### config.mk
export PLATFORM = sky130hd
export DESIGN_NAME = sec_top
export DESIGN_NICKNAME = d
export VERILOG_FILES = /design/src/core/sec_pkg.sv /design/src/core/sec_top.sv /design/src/core/sec_sync.sv /design/src/core/sec_clamp_gen.sv
export SDC_FILE = /design/constraint.sdc
export NUM_CORES = 1
export LEC_CHECK = 0
export ABC_AREA = 1
export BUFFER_PORTS_ARGS = -buffer_cell sky130_fd_sc_hd__buf_2
export CAP_MARGIN = 0
export CORE_MARGIN = 4
export CORE_UTILIZATION = 53
export CTS_CLUSTER_DIAMETER = 120
export DETAILED_ROUTE_END_ITERATION = 16
export GPL_TIMING_DRIVEN = 0
export MAX_ROUTING_LAYER = met4
export PLACE_DENSITY = 0.8
export SLEW_MARGIN = 20
export SYNTH_ARGS = -nofsm -noshare
export SYNTH_HDL_FRONTEND = slang
export SYNTH_SLANG_ARGS = --single-unit
### constraint.sdc
create_clock -name mclk_in -period 1.4 [get_ports mclk_in]
set_clock_uncertainty 0.15 [all_clocks]
set_input_delay 0 -clock mclk_in [delete_from_list [all_inputs] [get_ports mclk_in]]
set_output_delay 0 -clock mclk_in [all_outputs]
set_load 0.005 [all_outputs]
### src/core/sec_pkg.sv
// sec_pkg: register map, field positions, reset values and shared types
// for the sync edge selector and clamp window generator.
// assumes one pixel-rate clock and a plain strobe-based register port.
//
// Summary of operation
// only the hsync leading edge marks a line
// polarity bit zero falling, one rising edge
// external clamp used only when select is one
// otherwise count delay then duration from trailing
// clamp polarity bit sets external asserted level
// external mode clamps exactly while input asserted
// source asserts clamp only during black level
// unused clamp pin grounded, select left zero
// slicer threshold 10 to 330 mV, reset 150
// slicer result passed out without inversion
// counters use pixel clocks, restart each line
package sec_pkg;

  localparam int ADDR_W = 8;
  localparam int DATA_W = 8;
  localparam int CNT_W  = 8;
  localparam int THR_W  = 6;

  // register offsets
  localparam logic [7:0] REG_HSYNC_CTRL = 8'h0E;
  localparam logic [7:0] REG_CLAMP_CTRL = 8'h0F;
  localparam logic [7:0] REG_CLAMP_DLY  = 8'h10;
  localparam logic [7:0] REG_CLAMP_DUR  = 8'h11;
  localparam logic [7:0] REG_SLICE_THR  = 8'h12;
  localparam logic [7:0] REG_STATUS     = 8'h13;

  // field positions
  localparam int HS_POL_BIT    = 6;
  localparam int CLAMP_EXT_BIT = 7;
  localparam int CLAMP_POL_BIT = 6;
  localparam int ST_HSYNC_BIT  = 0;
  localparam int ST_CLAMP_BIT  = 1;
  localparam int ST_INT_BIT    = 2;

  // reset values
  localparam logic             HS_POL_RST    = 1'b1;
  localparam logic             CLAMP_EXT_RST = 1'b0;
  localparam logic             CLAMP_POL_RST = 1'b1;
  localparam logic [CNT_W-1:0] CLAMP_DLY_RST = 8'h08;
  localparam logic [CNT_W-1:0] CLAMP_DUR_RST = 8'h14;
  // threshold code is millivolts divided by ten
  localparam logic [THR_W-1:0] THR_RST = 6'h0F;
  localparam logic [THR_W-1:0] THR_MIN = 6'h01;
  localparam logic [THR_W-1:0] THR_MAX = 6'h21;

  // gray-coded walk: idle, wait out delay, clamp
  typedef enum logic [1:0] {
    SEC_IDLE  = 2'b00,
    SEC_WAIT  = 2'b01,
    SEC_CLAMP = 2'b11
  } sec_state_t;

  typedef struct packed {
    logic             hs_pol;
    logic             clamp_ext;
    logic             clamp_pol;
    logic [CNT_W-1:0] clamp_dly;
    logic [CNT_W-1:0] clamp_dur;
    logic [THR_W-1:0] thr;
  } sec_cfg_t;

endpackage

### src/core/sec_top.sv
// sec_top: hsync active-edge selection, clamp window source selection
// and slicer threshold setting, with a small strobe register port.
// assumes hsync, clamp and slicer result arrive asynchronously as pins,
// and that the register master never raises both strobes together.
module sec_top #(
  parameter int CNT_W = sec_pkg::CNT_W
) (
  input  wire logic                      mclk_in,
  input  wire logic                      rst_in,
  input  wire logic                      ce_in,
  input  wire logic                      hsync_in,
  input  wire logic                      clamp_in,
  input  wire logic                      embedded_sync_slicer_input_in,
  input  wire logic [sec_pkg::ADDR_W-1:0] addr_in,
  input  wire logic [sec_pkg::DATA_W-1:0] wdata_in,
  input  wire logic                      wr_in,
  input  wire logic                      rd_in,
  output logic      [sec_pkg::DATA_W-1:0] rdata_out,
  output logic                           hsync_ref_out,
  output logic                           clamp_out,
  output logic      [sec_pkg::THR_W-1:0] slicer_thr_out,
  output logic                           embedded_sync_slicer_output_out
);

  // register fields are eight bits wide, so the counters must match
  if (CNT_W != sec_pkg::CNT_W) begin : g_cnt_w_check
    $error("sec_top: CNT_W must match the register width");
  end

  sec_pkg::sec_cfg_t   cfg, next_cfg;
  sec_pkg::sec_state_t int_state;
  logic [sec_pkg::DATA_W-1:0] next_rdata;
  logic hs_lvl, hs_prev, clamp_lvl, slice_lvl;
  logic hs_rise, hs_fall, hs_lead, hs_trail;
  logic int_active;
  logic next_hs_ref, next_clamp, ext_asserted;

  // pin synchronisers
  sec_sync #(.RST_VAL(1'b0)) u_hs_sync (
    .mclk_in   (mclk_in),
    .rst_in    (rst_in),
    .ce_in     (ce_in),
    .pin_in    (hsync_in),
    .level_out (hs_lvl)
  );

  sec_sync #(.RST_VAL(1'b0)) u_clamp_sync (
    .mclk_in   (mclk_in),
    .rst_in    (rst_in),
    .ce_in     (ce_in),
    .pin_in    (clamp_in),
    .level_out (clamp_lvl)
  );

  sec_sync #(.RST_VAL(1'b0)) u_slice_sync (
    .mclk_in   (mclk_in),
    .rst_in    (rst_in),
    .ce_in     (ce_in),
    .pin_in    (embedded_sync_slicer_input_in),
    .level_out (slice_lvl)
  );

  // edge detection on the filtered hsync level
  assign hs_rise = hs_lvl & ~hs_prev;
  assign hs_fall = ~hs_lvl & hs_prev;
  // polarity picks the edge
  assign hs_lead  = cfg.hs_pol ? hs_rise : hs_fall;
  assign hs_trail = cfg.hs_pol ? hs_fall : hs_rise;

  // internal clamp counter, started on every trailing edge
  sec_clamp_gen #(.CNT_W(CNT_W)) u_clamp_gen (
    .mclk_in    (mclk_in),
    .rst_in     (rst_in),
    .ce_in      (ce_in),
    .start_in   (hs_trail),
    .dly_in     (cfg.clamp_dly),
    .dur_in     (cfg.clamp_dur),
    .active_out (int_active),
    .state_out  (int_state)
  );

  // register writes; unmapped and reserved bits are dropped, but a threshold write with reserved bits set is refused whole
  always_comb begin
    next_cfg = cfg;
    if (wr_in) begin
      case (addr_in)
        sec_pkg::REG_HSYNC_CTRL: begin
          next_cfg.hs_pol = wdata_in[sec_pkg::HS_POL_BIT];
        end
        // clamp source select
        sec_pkg::REG_CLAMP_CTRL: begin
          next_cfg.clamp_ext = wdata_in[sec_pkg::CLAMP_EXT_BIT];
          next_cfg.clamp_pol = wdata_in[sec_pkg::CLAMP_POL_BIT];
        end
        sec_pkg::REG_CLAMP_DLY: begin
          next_cfg.clamp_dly = wdata_in[CNT_W-1:0];
        end
        sec_pkg::REG_CLAMP_DUR: begin
          next_cfg.clamp_dur = wdata_in[CNT_W-1:0];
        end
        // out-of-range codes leave the old step
        sec_pkg::REG_SLICE_THR: begin
          if (wdata_in[sec_pkg::THR_W-1:0] >= sec_pkg::THR_MIN &&
              wdata_in[sec_pkg::THR_W-1:0] <= sec_pkg::THR_MAX &&
              wdata_in[sec_pkg::DATA_W-1:sec_pkg::THR_W] == '0) begin
            next_cfg.thr = wdata_in[sec_pkg::THR_W-1:0];
          end
        end
        default: begin
          next_cfg = cfg;
        end
      endcase
    end
  end

  // configuration registers
  always_ff @(posedge mclk_in) begin
    if (rst_in) begin
      cfg.hs_pol    <= sec_pkg::HS_POL_RST;
      cfg.clamp_ext <= sec_pkg::CLAMP_EXT_RST;
      cfg.clamp_pol <= sec_pkg::CLAMP_POL_RST;
      cfg.clamp_dly <= sec_pkg::CLAMP_DLY_RST;
      cfg.clamp_dur <= sec_pkg::CLAMP_DUR_RST;
      cfg.thr       <= sec_pkg::THR_RST;
    end else if (ce_in) begin
      cfg <= next_cfg;
    end
  end

  // read mux; data stands only in the cycle after the strobe
  always_comb begin
    next_rdata = '0;
    if (rd_in) begin
      case (addr_in)
        sec_pkg::REG_HSYNC_CTRL: begin
          next_rdata[sec_pkg::HS_POL_BIT] = cfg.hs_pol;
        end
        sec_pkg::REG_CLAMP_CTRL: begin
          next_rdata[sec_pkg::CLAMP_EXT_BIT] = cfg.clamp_ext;
          next_rdata[sec_pkg::CLAMP_POL_BIT] = cfg.clamp_pol;
        end
        sec_pkg::REG_CLAMP_DLY: begin
          next_rdata[CNT_W-1:0] = cfg.clamp_dly;
        end
        sec_pkg::REG_CLAMP_DUR: begin
          next_rdata[CNT_W-1:0] = cfg.clamp_dur;
        end
        sec_pkg::REG_SLICE_THR: begin
          next_rdata[sec_pkg::THR_W-1:0] = cfg.thr;
        end
        sec_pkg::REG_STATUS: begin
          next_rdata[sec_pkg::ST_HSYNC_BIT] = hs_lvl;
          next_rdata[sec_pkg::ST_CLAMP_BIT] = clamp_out;
          next_rdata[sec_pkg::ST_INT_BIT]   = int_active;
        end
        default: begin
          next_rdata = '0;
        end
      endcase
    end
  end

  // video-side outputs
  always_comb begin
    // polarity sets asserted level
    ext_asserted = (clamp_lvl == cfg.clamp_pol);
    // leading edge only
    next_hs_ref = hs_lead;
    // follow the external level
    if (cfg.clamp_ext) begin
      next_clamp = ext_asserted;
    end else begin
      // pin ignored, counted window
      next_clamp = int_active;
    end
  end

  // output and edge-history flops; all frozen while ce_in is low
  always_ff @(posedge mclk_in) begin
    if (rst_in) begin
      hs_prev                         <= 1'b0;
      rdata_out                       <= '0;
      hsync_ref_out                   <= 1'b0;
      clamp_out                       <= 1'b0;
      slicer_thr_out                  <= sec_pkg::THR_RST;
      embedded_sync_slicer_output_out <= 1'b0;
    end else if (ce_in) begin
      hs_prev        <= hs_lvl;
      rdata_out      <= next_rdata;
      hsync_ref_out  <= next_hs_ref;
      clamp_out      <= next_clamp;
      slicer_thr_out <= cfg.thr;
      // no inversion
      embedded_sync_slicer_output_out <= slice_lvl;
    end
  end

  // checks on the block's own outputs, settings and clamp state

  property p_lead_only;
    @(posedge mclk_in) disable iff (rst_in || !ce_in)
      hs_trail |=> !hsync_ref_out;
  endproperty
  a_lead_only: assert property (p_lead_only)
    else $error("hsync reference pulsed on a trailing edge");

  property p_pol_edge;
    @(posedge mclk_in) disable iff (rst_in || !ce_in)
      (hs_lvl && !hs_prev) |=> (hsync_ref_out == $past(cfg.hs_pol));
  endproperty
  a_pol_edge: assert property (p_pol_edge)
    else $error("rising hsync edge handled against polarity");

  property p_ext_default;
    @(posedge mclk_in)
      rst_in |=> !cfg.clamp_ext;
  endproperty
  a_ext_default: assert property (p_ext_default)
    else $error("clamp source select not zero after reset");

  property p_int_start;
    @(posedge mclk_in) disable iff (rst_in || !ce_in)
      (hs_trail && !cfg.clamp_ext && cfg.clamp_dly == '0 &&
       cfg.clamp_dur != '0) ##1 ce_in ##1 (ce_in && !cfg.clamp_ext)
        |-> clamp_out;
  endproperty
  a_int_start: assert property (p_int_start)
    else $error("internal clamp did not open after zero delay");

  property p_ext_pol;
    @(posedge mclk_in) disable iff (rst_in || !ce_in)
      cfg.clamp_ext |=> (clamp_out == ($past(clamp_lvl) ==
                                       $past(cfg.clamp_pol)));
  endproperty
  a_ext_pol: assert property (p_ext_pol)
    else $error("external clamp level not decoded by polarity");

  property p_ext_follow;
    @(posedge mclk_in) disable iff (rst_in || !ce_in)
      (cfg.clamp_ext && $stable(clamp_lvl) && $stable(cfg))
        |=> $stable(clamp_out);
  endproperty
  a_ext_follow: assert property (p_ext_follow)
    else $error("clamp moved while external level held");

  property p_thr_range;
    @(posedge mclk_in) disable iff (rst_in)
      cfg.thr >= sec_pkg::THR_MIN && cfg.thr <= sec_pkg::THR_MAX;
  endproperty
  a_thr_range: assert property (p_thr_range)
    else $error("slicer threshold outside 10 to 330 mV");

  property p_slice_pass;
    @(posedge mclk_in) disable iff (rst_in || !ce_in)
      ce_in |=> (embedded_sync_slicer_output_out == $past(slice_lvl));
  endproperty
  a_slice_pass: assert property (p_slice_pass)
    else $error("slicer output inverted or stale");

  property p_restart;
    @(posedge mclk_in) disable iff (rst_in || !ce_in)
      (hs_trail && cfg.clamp_dly != '0) |=>
        (int_state == sec_pkg::SEC_WAIT);
  endproperty
  a_restart: assert property (p_restart)
    else $error("clamp counter did not restart on trailing edge");

  property p_ref_pulse;
    @(posedge mclk_in) disable iff (rst_in || !ce_in)
      hsync_ref_out |=> !hsync_ref_out;
  endproperty
  a_ref_pulse: assert property (p_ref_pulse)
    else $error("hsync reference wider than one cycle");

  property p_fall_edge;
    @(posedge mclk_in) disable iff (rst_in || !ce_in)
      (!hs_lvl && hs_prev) |=> (hsync_ref_out == !$past(cfg.hs_pol));
  endproperty
  a_fall_edge: assert property (p_fall_edge)
    else $error("falling hsync edge handled against polarity");

  property p_int_used;
    @(posedge mclk_in) disable iff (rst_in || !ce_in)
      !cfg.clamp_ext |=> (clamp_out == $past(int_active));
  endproperty
  a_int_used: assert property (p_int_used)
    else $error("clamp not taken from the counted window");

  property p_ext_on;
    @(posedge mclk_in) disable iff (rst_in || !ce_in)
      (cfg.clamp_ext && clamp_lvl == cfg.clamp_pol) |=> clamp_out;
  endproperty
  a_ext_on: assert property (p_ext_on)
    else $error("clamp not raised while external level asserted");

  property p_thr_out;
    @(posedge mclk_in) disable iff (rst_in || !ce_in)
      ce_in |=> (slicer_thr_out == $past(cfg.thr));
  endproperty
  a_thr_out: assert property (p_thr_out)
    else $error("slicer threshold output does not follow setting");

  property p_zero_dly;
    @(posedge mclk_in) disable iff (rst_in || !ce_in)
      (hs_trail && cfg.clamp_dly == '0 && cfg.clamp_dur != '0) |=>
        (int_state == sec_pkg::SEC_CLAMP);
  endproperty
  a_zero_dly: assert property (p_zero_dly)
    else $error("zero delay did not open the window at once");

endmodule

### src/core/sec_sync.sv
// sec_sync: three-stage synchroniser with agreement filter for a pin.
// assumes the pin is asynchronous to mclk_in; output moves only once
// the second and third stages agree.
module sec_sync #(
  parameter logic RST_VAL = 1'b0
) (
  input  wire logic mclk_in,
  input  wire logic rst_in,
  input  wire logic ce_in,
  input  wire logic pin_in,
  output logic      level_out
);

  logic s1, s2, s3;
  logic next_level;

  // the filter looks only at the second and third stages
  always_comb begin
    next_level = level_out;
    if (s2 == s3) begin
      next_level = s3;
    end
  end

  // stage chain; first stage feeds only the second
  always_ff @(posedge mclk_in) begin
    if (rst_in) begin
      s1        <= 1'b0;
      s2        <= 1'b0;
      s3        <= 1'b0;
      level_out <= RST_VAL;
    end else if (ce_in) begin
      s1        <= pin_in;
      s2        <= s1;
      s3        <= s2;
      level_out <= next_level;
    end
  end

endmodule

### src/core/sec_clamp_gen.sv
// sec_clamp_gen: internal clamp window, a delay then a duration counted
// in pixel clocks from a start pulse.
// assumes start_in is a one-cycle pulse on the trailing hsync edge.
module sec_clamp_gen #(
  parameter int CNT_W = sec_pkg::CNT_W
) (
  input  wire logic             mclk_in,
  input  wire logic             rst_in,
  input  wire logic             ce_in,
  input  wire logic             start_in,
  input  wire logic [CNT_W-1:0] dly_in,
  input  wire logic [CNT_W-1:0] dur_in,
  output logic                  active_out,
  output sec_pkg::sec_state_t   state_out
);

  // refused at elaboration; the down-counters assume this span
  if (CNT_W < 1 || CNT_W > 16) begin : g_cnt_w_check
    $error("sec_clamp_gen: CNT_W out of range");
  end

  sec_pkg::sec_state_t state, next_state;
  logic [CNT_W-1:0]    cnt, next_cnt;

  // next state; a new start always wins over the walk in progress
  always_comb begin
    next_state = state;
    next_cnt   = cnt;
    // restart each line
    if (start_in) begin
      if (dly_in != '0) begin
        next_state = sec_pkg::SEC_WAIT;
        next_cnt   = dly_in - 1'b1;
      end else if (dur_in != '0) begin
        next_state = sec_pkg::SEC_CLAMP;
        next_cnt   = dur_in - 1'b1;
      end else begin
        next_state = sec_pkg::SEC_IDLE;
      end
    end else begin
      case (state)
        // delay then duration
        sec_pkg::SEC_WAIT: begin
          if (cnt != '0) begin
            next_cnt = cnt - 1'b1;
          end else if (dur_in != '0) begin
            next_state = sec_pkg::SEC_CLAMP;
            next_cnt   = dur_in - 1'b1;
          end else begin
            next_state = sec_pkg::SEC_IDLE;
          end
        end
        sec_pkg::SEC_CLAMP: begin
          if (cnt != '0) begin
            next_cnt = cnt - 1'b1;
          end else begin
            next_state = sec_pkg::SEC_IDLE;
          end
        end
        sec_pkg::SEC_IDLE: begin
          next_cnt = '0;
        end
        default: begin
          next_state = sec_pkg::SEC_IDLE;
          next_cnt   = '0;
        end
      endcase
    end
  end

  // register the walk
  always_ff @(posedge mclk_in) begin
    if (rst_in) begin
      state <= sec_pkg::SEC_IDLE;
      cnt   <= '0;
    end else if (ce_in) begin
      state <= next_state;
      cnt   <= next_cnt;
    end
  end

  assign active_out = (state == sec_pkg::SEC_CLAMP);
  assign state_out  = state;

endmodule

==> results.py <==
metrics = {
    "routing": {
        "wl_per_cell_um": 15.13,
        "wirelength_mm": 11.42,
        "via_per_inst": 5.551,
        "ant_nets": 0,
        "route.detailed.drc": 0,
        "first_pass_iters": 5,
        "drt-initial-drc-count": 318,
        "vias": 4191,
    },
    "pwr": {
        "ir_worst_vdd_v": 0.0006770,
        "power_density_mw_per_mm2": 878.7,
        "p_leak_nw": 2.198,
    },
    "grt": {
        "track_usage": 0.2855,
        "grt_pass1_wl_mm": 18.81,
        "grt_pass1_vias": 3956,
        "grt_max_degree": 15,
        "antenna_found_initial": 0,
        "overflow": 0,
    },
    "floorplan": {
        "die-area_mm2": 0.008540,
        "initial_utilization": 0.5497,
        "die_w_um": 92.41,
        "ios": 41,
        "rows": 30,
        "core_mm2": 0.006869,
        "die_h_um": 92.41,
    },
    "setup_path": {
        "critPathRequiredTime_ns": 1.50,
        "path_cells": "inv_4 -> ha_4 -> nor3b_4 -> buf_4 -> nand3_1 -> nand2_1 -> nor2_1 -> nor2_1 -> a21oi_1",
        "cp_max_fo": 4,
        "crit_path_start": "cfg[6]$_SDFFE_PP0P_",
        "r2r_setup_slack_ns": -0.24,
        "slowest_delay_ns": 0.36,
        "rr_endpoint": "u_clamp_gen.cnt[4]$_SDFFE_PP0P_",
        "crit_end": "u_clamp_gen.cnt[4]$_SDFFE_PP0P_",
        "cpMaxStageDelayCell": "dfxtp_4",
        "critical_path.endpoint_type": "register",
        "startpoint_type": "register",
        "crit_type": "register to register",
        "path_common_cell": "nor2_1",
        "arrival_ns": 1.74,
        "r2r_cells": 9,
        "r2r-start": "cfg[6]$_SDFFE_PP0P_",
    },
    "job": {
        "cap_violations": 0,
    },
    "placed_design": {
        "dpl.hpwl_mm": 7.844,
        "routabilityCongestion": 0.9653,
        "dpl_cell_area_mm2": 0.004148,
        "dp_slack_ns": -0.2675,
        "portBuffers": 39,
    },
    "worst_hold_path": {
        "holdCritStartpoint": "rst_in",
        "hold_path.class": "input port to register",
    },
    "synth": {
        "synth_most_common_cell": "nand2_1",
        "syn_nets": 601,
        "syn_area_mm2": 0.003776,
        "ys_ff_latch": 65,
        "ys_async_sr_fraction": 0,
        "synth_cell_type_count": 36,
        "netlist.area_leader.share": 0.3446,
        "ys_top_cells_by_count": "129 x nand2_1, 72 x nand3_1, 72 x nor2_1",
        "synth_top_area_cell": "dfxtp_1",
        "synth.area.top_cells": "dfxtp_1 34%, nand2_1 13%, nand3_1 9.5%",
        "synth_area_per_cell_um2": 6.613,
        "ys.flop_type": "dfxtp_1",
        "syn_inst": 571,
        "synth_edf_count": 0,
        "ys_seq_area_frac": 0.3446,
        "ys.warnings.count": 0,
    },
    "finish": {
        "syn2layout_area_growth_pct": 26.77,
        "utilization": 0.6969,
        "nFillCells": 602,
        "final_nets": 684,
        "drive_gt1_frac": 0.2610,
        "num_antenna_cells": 0,
        "fin_area_mm2": 0.004787,
    },
    "sta": {
        "holdWs_ns": -0.1212,
        "relSlewSlack": 0.5527,
        "setup_slack_ns": -0.2371,
        "grt_setup_unrepaired": "yes",
        "tns_ns": -1.971,
        "setup_viol": 10,
        "drv_slew": 0,
        "tightest_slew_ns": 0.6710,
        "max_freq_mhz": 610.8,
        "layout_min_cycle_time_ns": 1.637,
        "finalCritPeriodShare": 1.169,
        "finalHoldViolCount": 8,
    },
    "cts": {
        "cts.sink_count": 65,
        "htree_levels": 3,
        "numCtsBuffers": 9,
        "cts_hold_buffers": 17,
        "clkLatencyLatePin_ns": 0.36,
        "clk_path_buf_depth": 2,
        "clk_pin_slew_worst_paths_ns": 0.08,
        "clockRootBuffer": "clkbuf_8",
        "cts_tree": "done",
    },
    "outcome": {
        "status": "finished with violations",
        "violations": "hold timing, setup timing",
    },
}
[worst max-delay path, delay by kind of cell (launching register included)]
family	cells	cell delay, ns
compound gates	1	0.08
fa+ha+maj	1	0.12
buf+inv	2	0.25
flops	1	0.36
simple gates	5	0.59
[report_power, final]
part	internal, mW	switching [mW]
clock	0.857	0.883
sequential	1.89	0.0356
combinational	0.208	0.335
total	2.95	1.25
[metrics by stage]
step / hold slack (ns) / instances / power [mW]
floorplan: -0.03678 / 571 / 2.275
global placement: 0.07166 / 706 / 2.414
detailed placement: 0.07766 / 706 / 2.425
CTS: -0.1242 / 752 / 4.182
global route: -0.1040 / 755 / 4.354
finish: -0.1212 / 755 / 4.207
[area by class of cell]
class	count	area, µm²	share of cell area
Multi-Input combinational cell	428	2288	0.4780
Sequential cell	65	1320	0.2757
Timing Repair Buffer	70	473.0	0.09880
Inverter	62	245.2	0.05123
Buffer	18	132.6	0.02771
Clock buffer	9	123.9	0.02588
Tap cell	96	120.1	0.02509
Clock inverter	7	83.83	0.01751
[layout by cell type, fill, tap and decap left out, drive strengths merged]
master | Yosys | routed
inv | 60 | 66
buf | 11 | 64
nand3b | 1 | 1
bufinv | 0 | 1
o221ai | 1 | 1
nor2 | 79 | 79
nand3 | 77 | 78
ha | 6 | 6
nor3b | 1 | 1
dfxtp | 65 | 65
clkinvlp | 0 | 1
a211oi | 1 | 1
xor2 | 5 | 5
nand2 | 137 | 138
clkbuf | 7 | 17
clkinv | 2 | 1
o211ai | 5 | 5
a21oi | 45 | 45
nor3 | 4 | 4
xnor2 | 2 | 2
nand4 | 4 | 4
o21ai | 58 | 58
dlymetal6s4s | 0 | 1
dlygate4sd3 | 0 | 15
[how the worst min path moves through the flow]
stage | cells after the start | slack (ns) | to
after CTS | 4 | -0.12 | cfg[15]$_SDFFE_PP0P_
final | 4 | -0.12 | cfg[15]$_SDFFE_PP0P_
after global routing | 4 | -0.10 | cfg[24]$_SDFFE_PP1P_
after global placement | 3 | 0.07 | u_hs_sync.s1$_SDFFE_PP0P_
after detailed placement | 3 | 0.08 | u_clamp_sync.s1$_SDFFE_PP0P_
after floorplan | 2 | -0.04 | cfg[0]$_SDFFE_PP1P_
[layer usage]
layer	track usage	vias to the layer above	share of wire
met1	0.3584	1929	0.42
met5	-	-	0
met2	0.4598	191	0.48
met4	0.1114	0	0.020
met3	0.04793	29	0.075
li1	-	2042	-
[sequential cells by signal, summed over array words and instances, names as in the netlist]
register	count
hsync_ref_out	1
u_clamp_sync.s1	1
u_slice_sync.s3	1
rdata_out	8
cfg	25
u_clamp_sync.s3	1
u_hs_sync.s1	1
clamp_out	1
u_slice_sync.s2	1
u_clamp_sync.s2	1
u_slice_sync.level_out	1
u_hs_sync.level_out	1
u_clamp_sync.level_out	1
u_clamp_gen.state_out	2
u_hs_sync.s2	1
slicer_thr_out	6
embedded_sync_slicer_output_out	1
u_hs_sync.s3	1
hs_prev	1
u_clamp_gen.cnt	8
u_slice_sync.s1	1
[cells by family (layout without fill, tap and decap cells)]
kind of cell | Yosys count | after routing | share of synthesized area
simple gates | 303 | 305 | 0.3694
buf+inv | 80 | 166 | 0.09277
flops | 65 | 65 | 0.3446
compound gates | 110 | 110 | 0.1571
fa+ha+maj | 6 | 6 | 0.01988
xor+xnor | 7 | 7 | 0.01624
[timing repair]
| item | in CTS | in global routing |
|---|---|---|
| endpoints found under the setup margin | 11 | 50 |
| endpoints found under the hold margin | 40 | 7 |
| pin swaps | 14 | 10 |
| setup buffers | 12 | 4 |
| resized for setup | 28 | 34 |
| cloned | 1 | 1 |
Note: power is estimated with default switching activity, not from simulation.
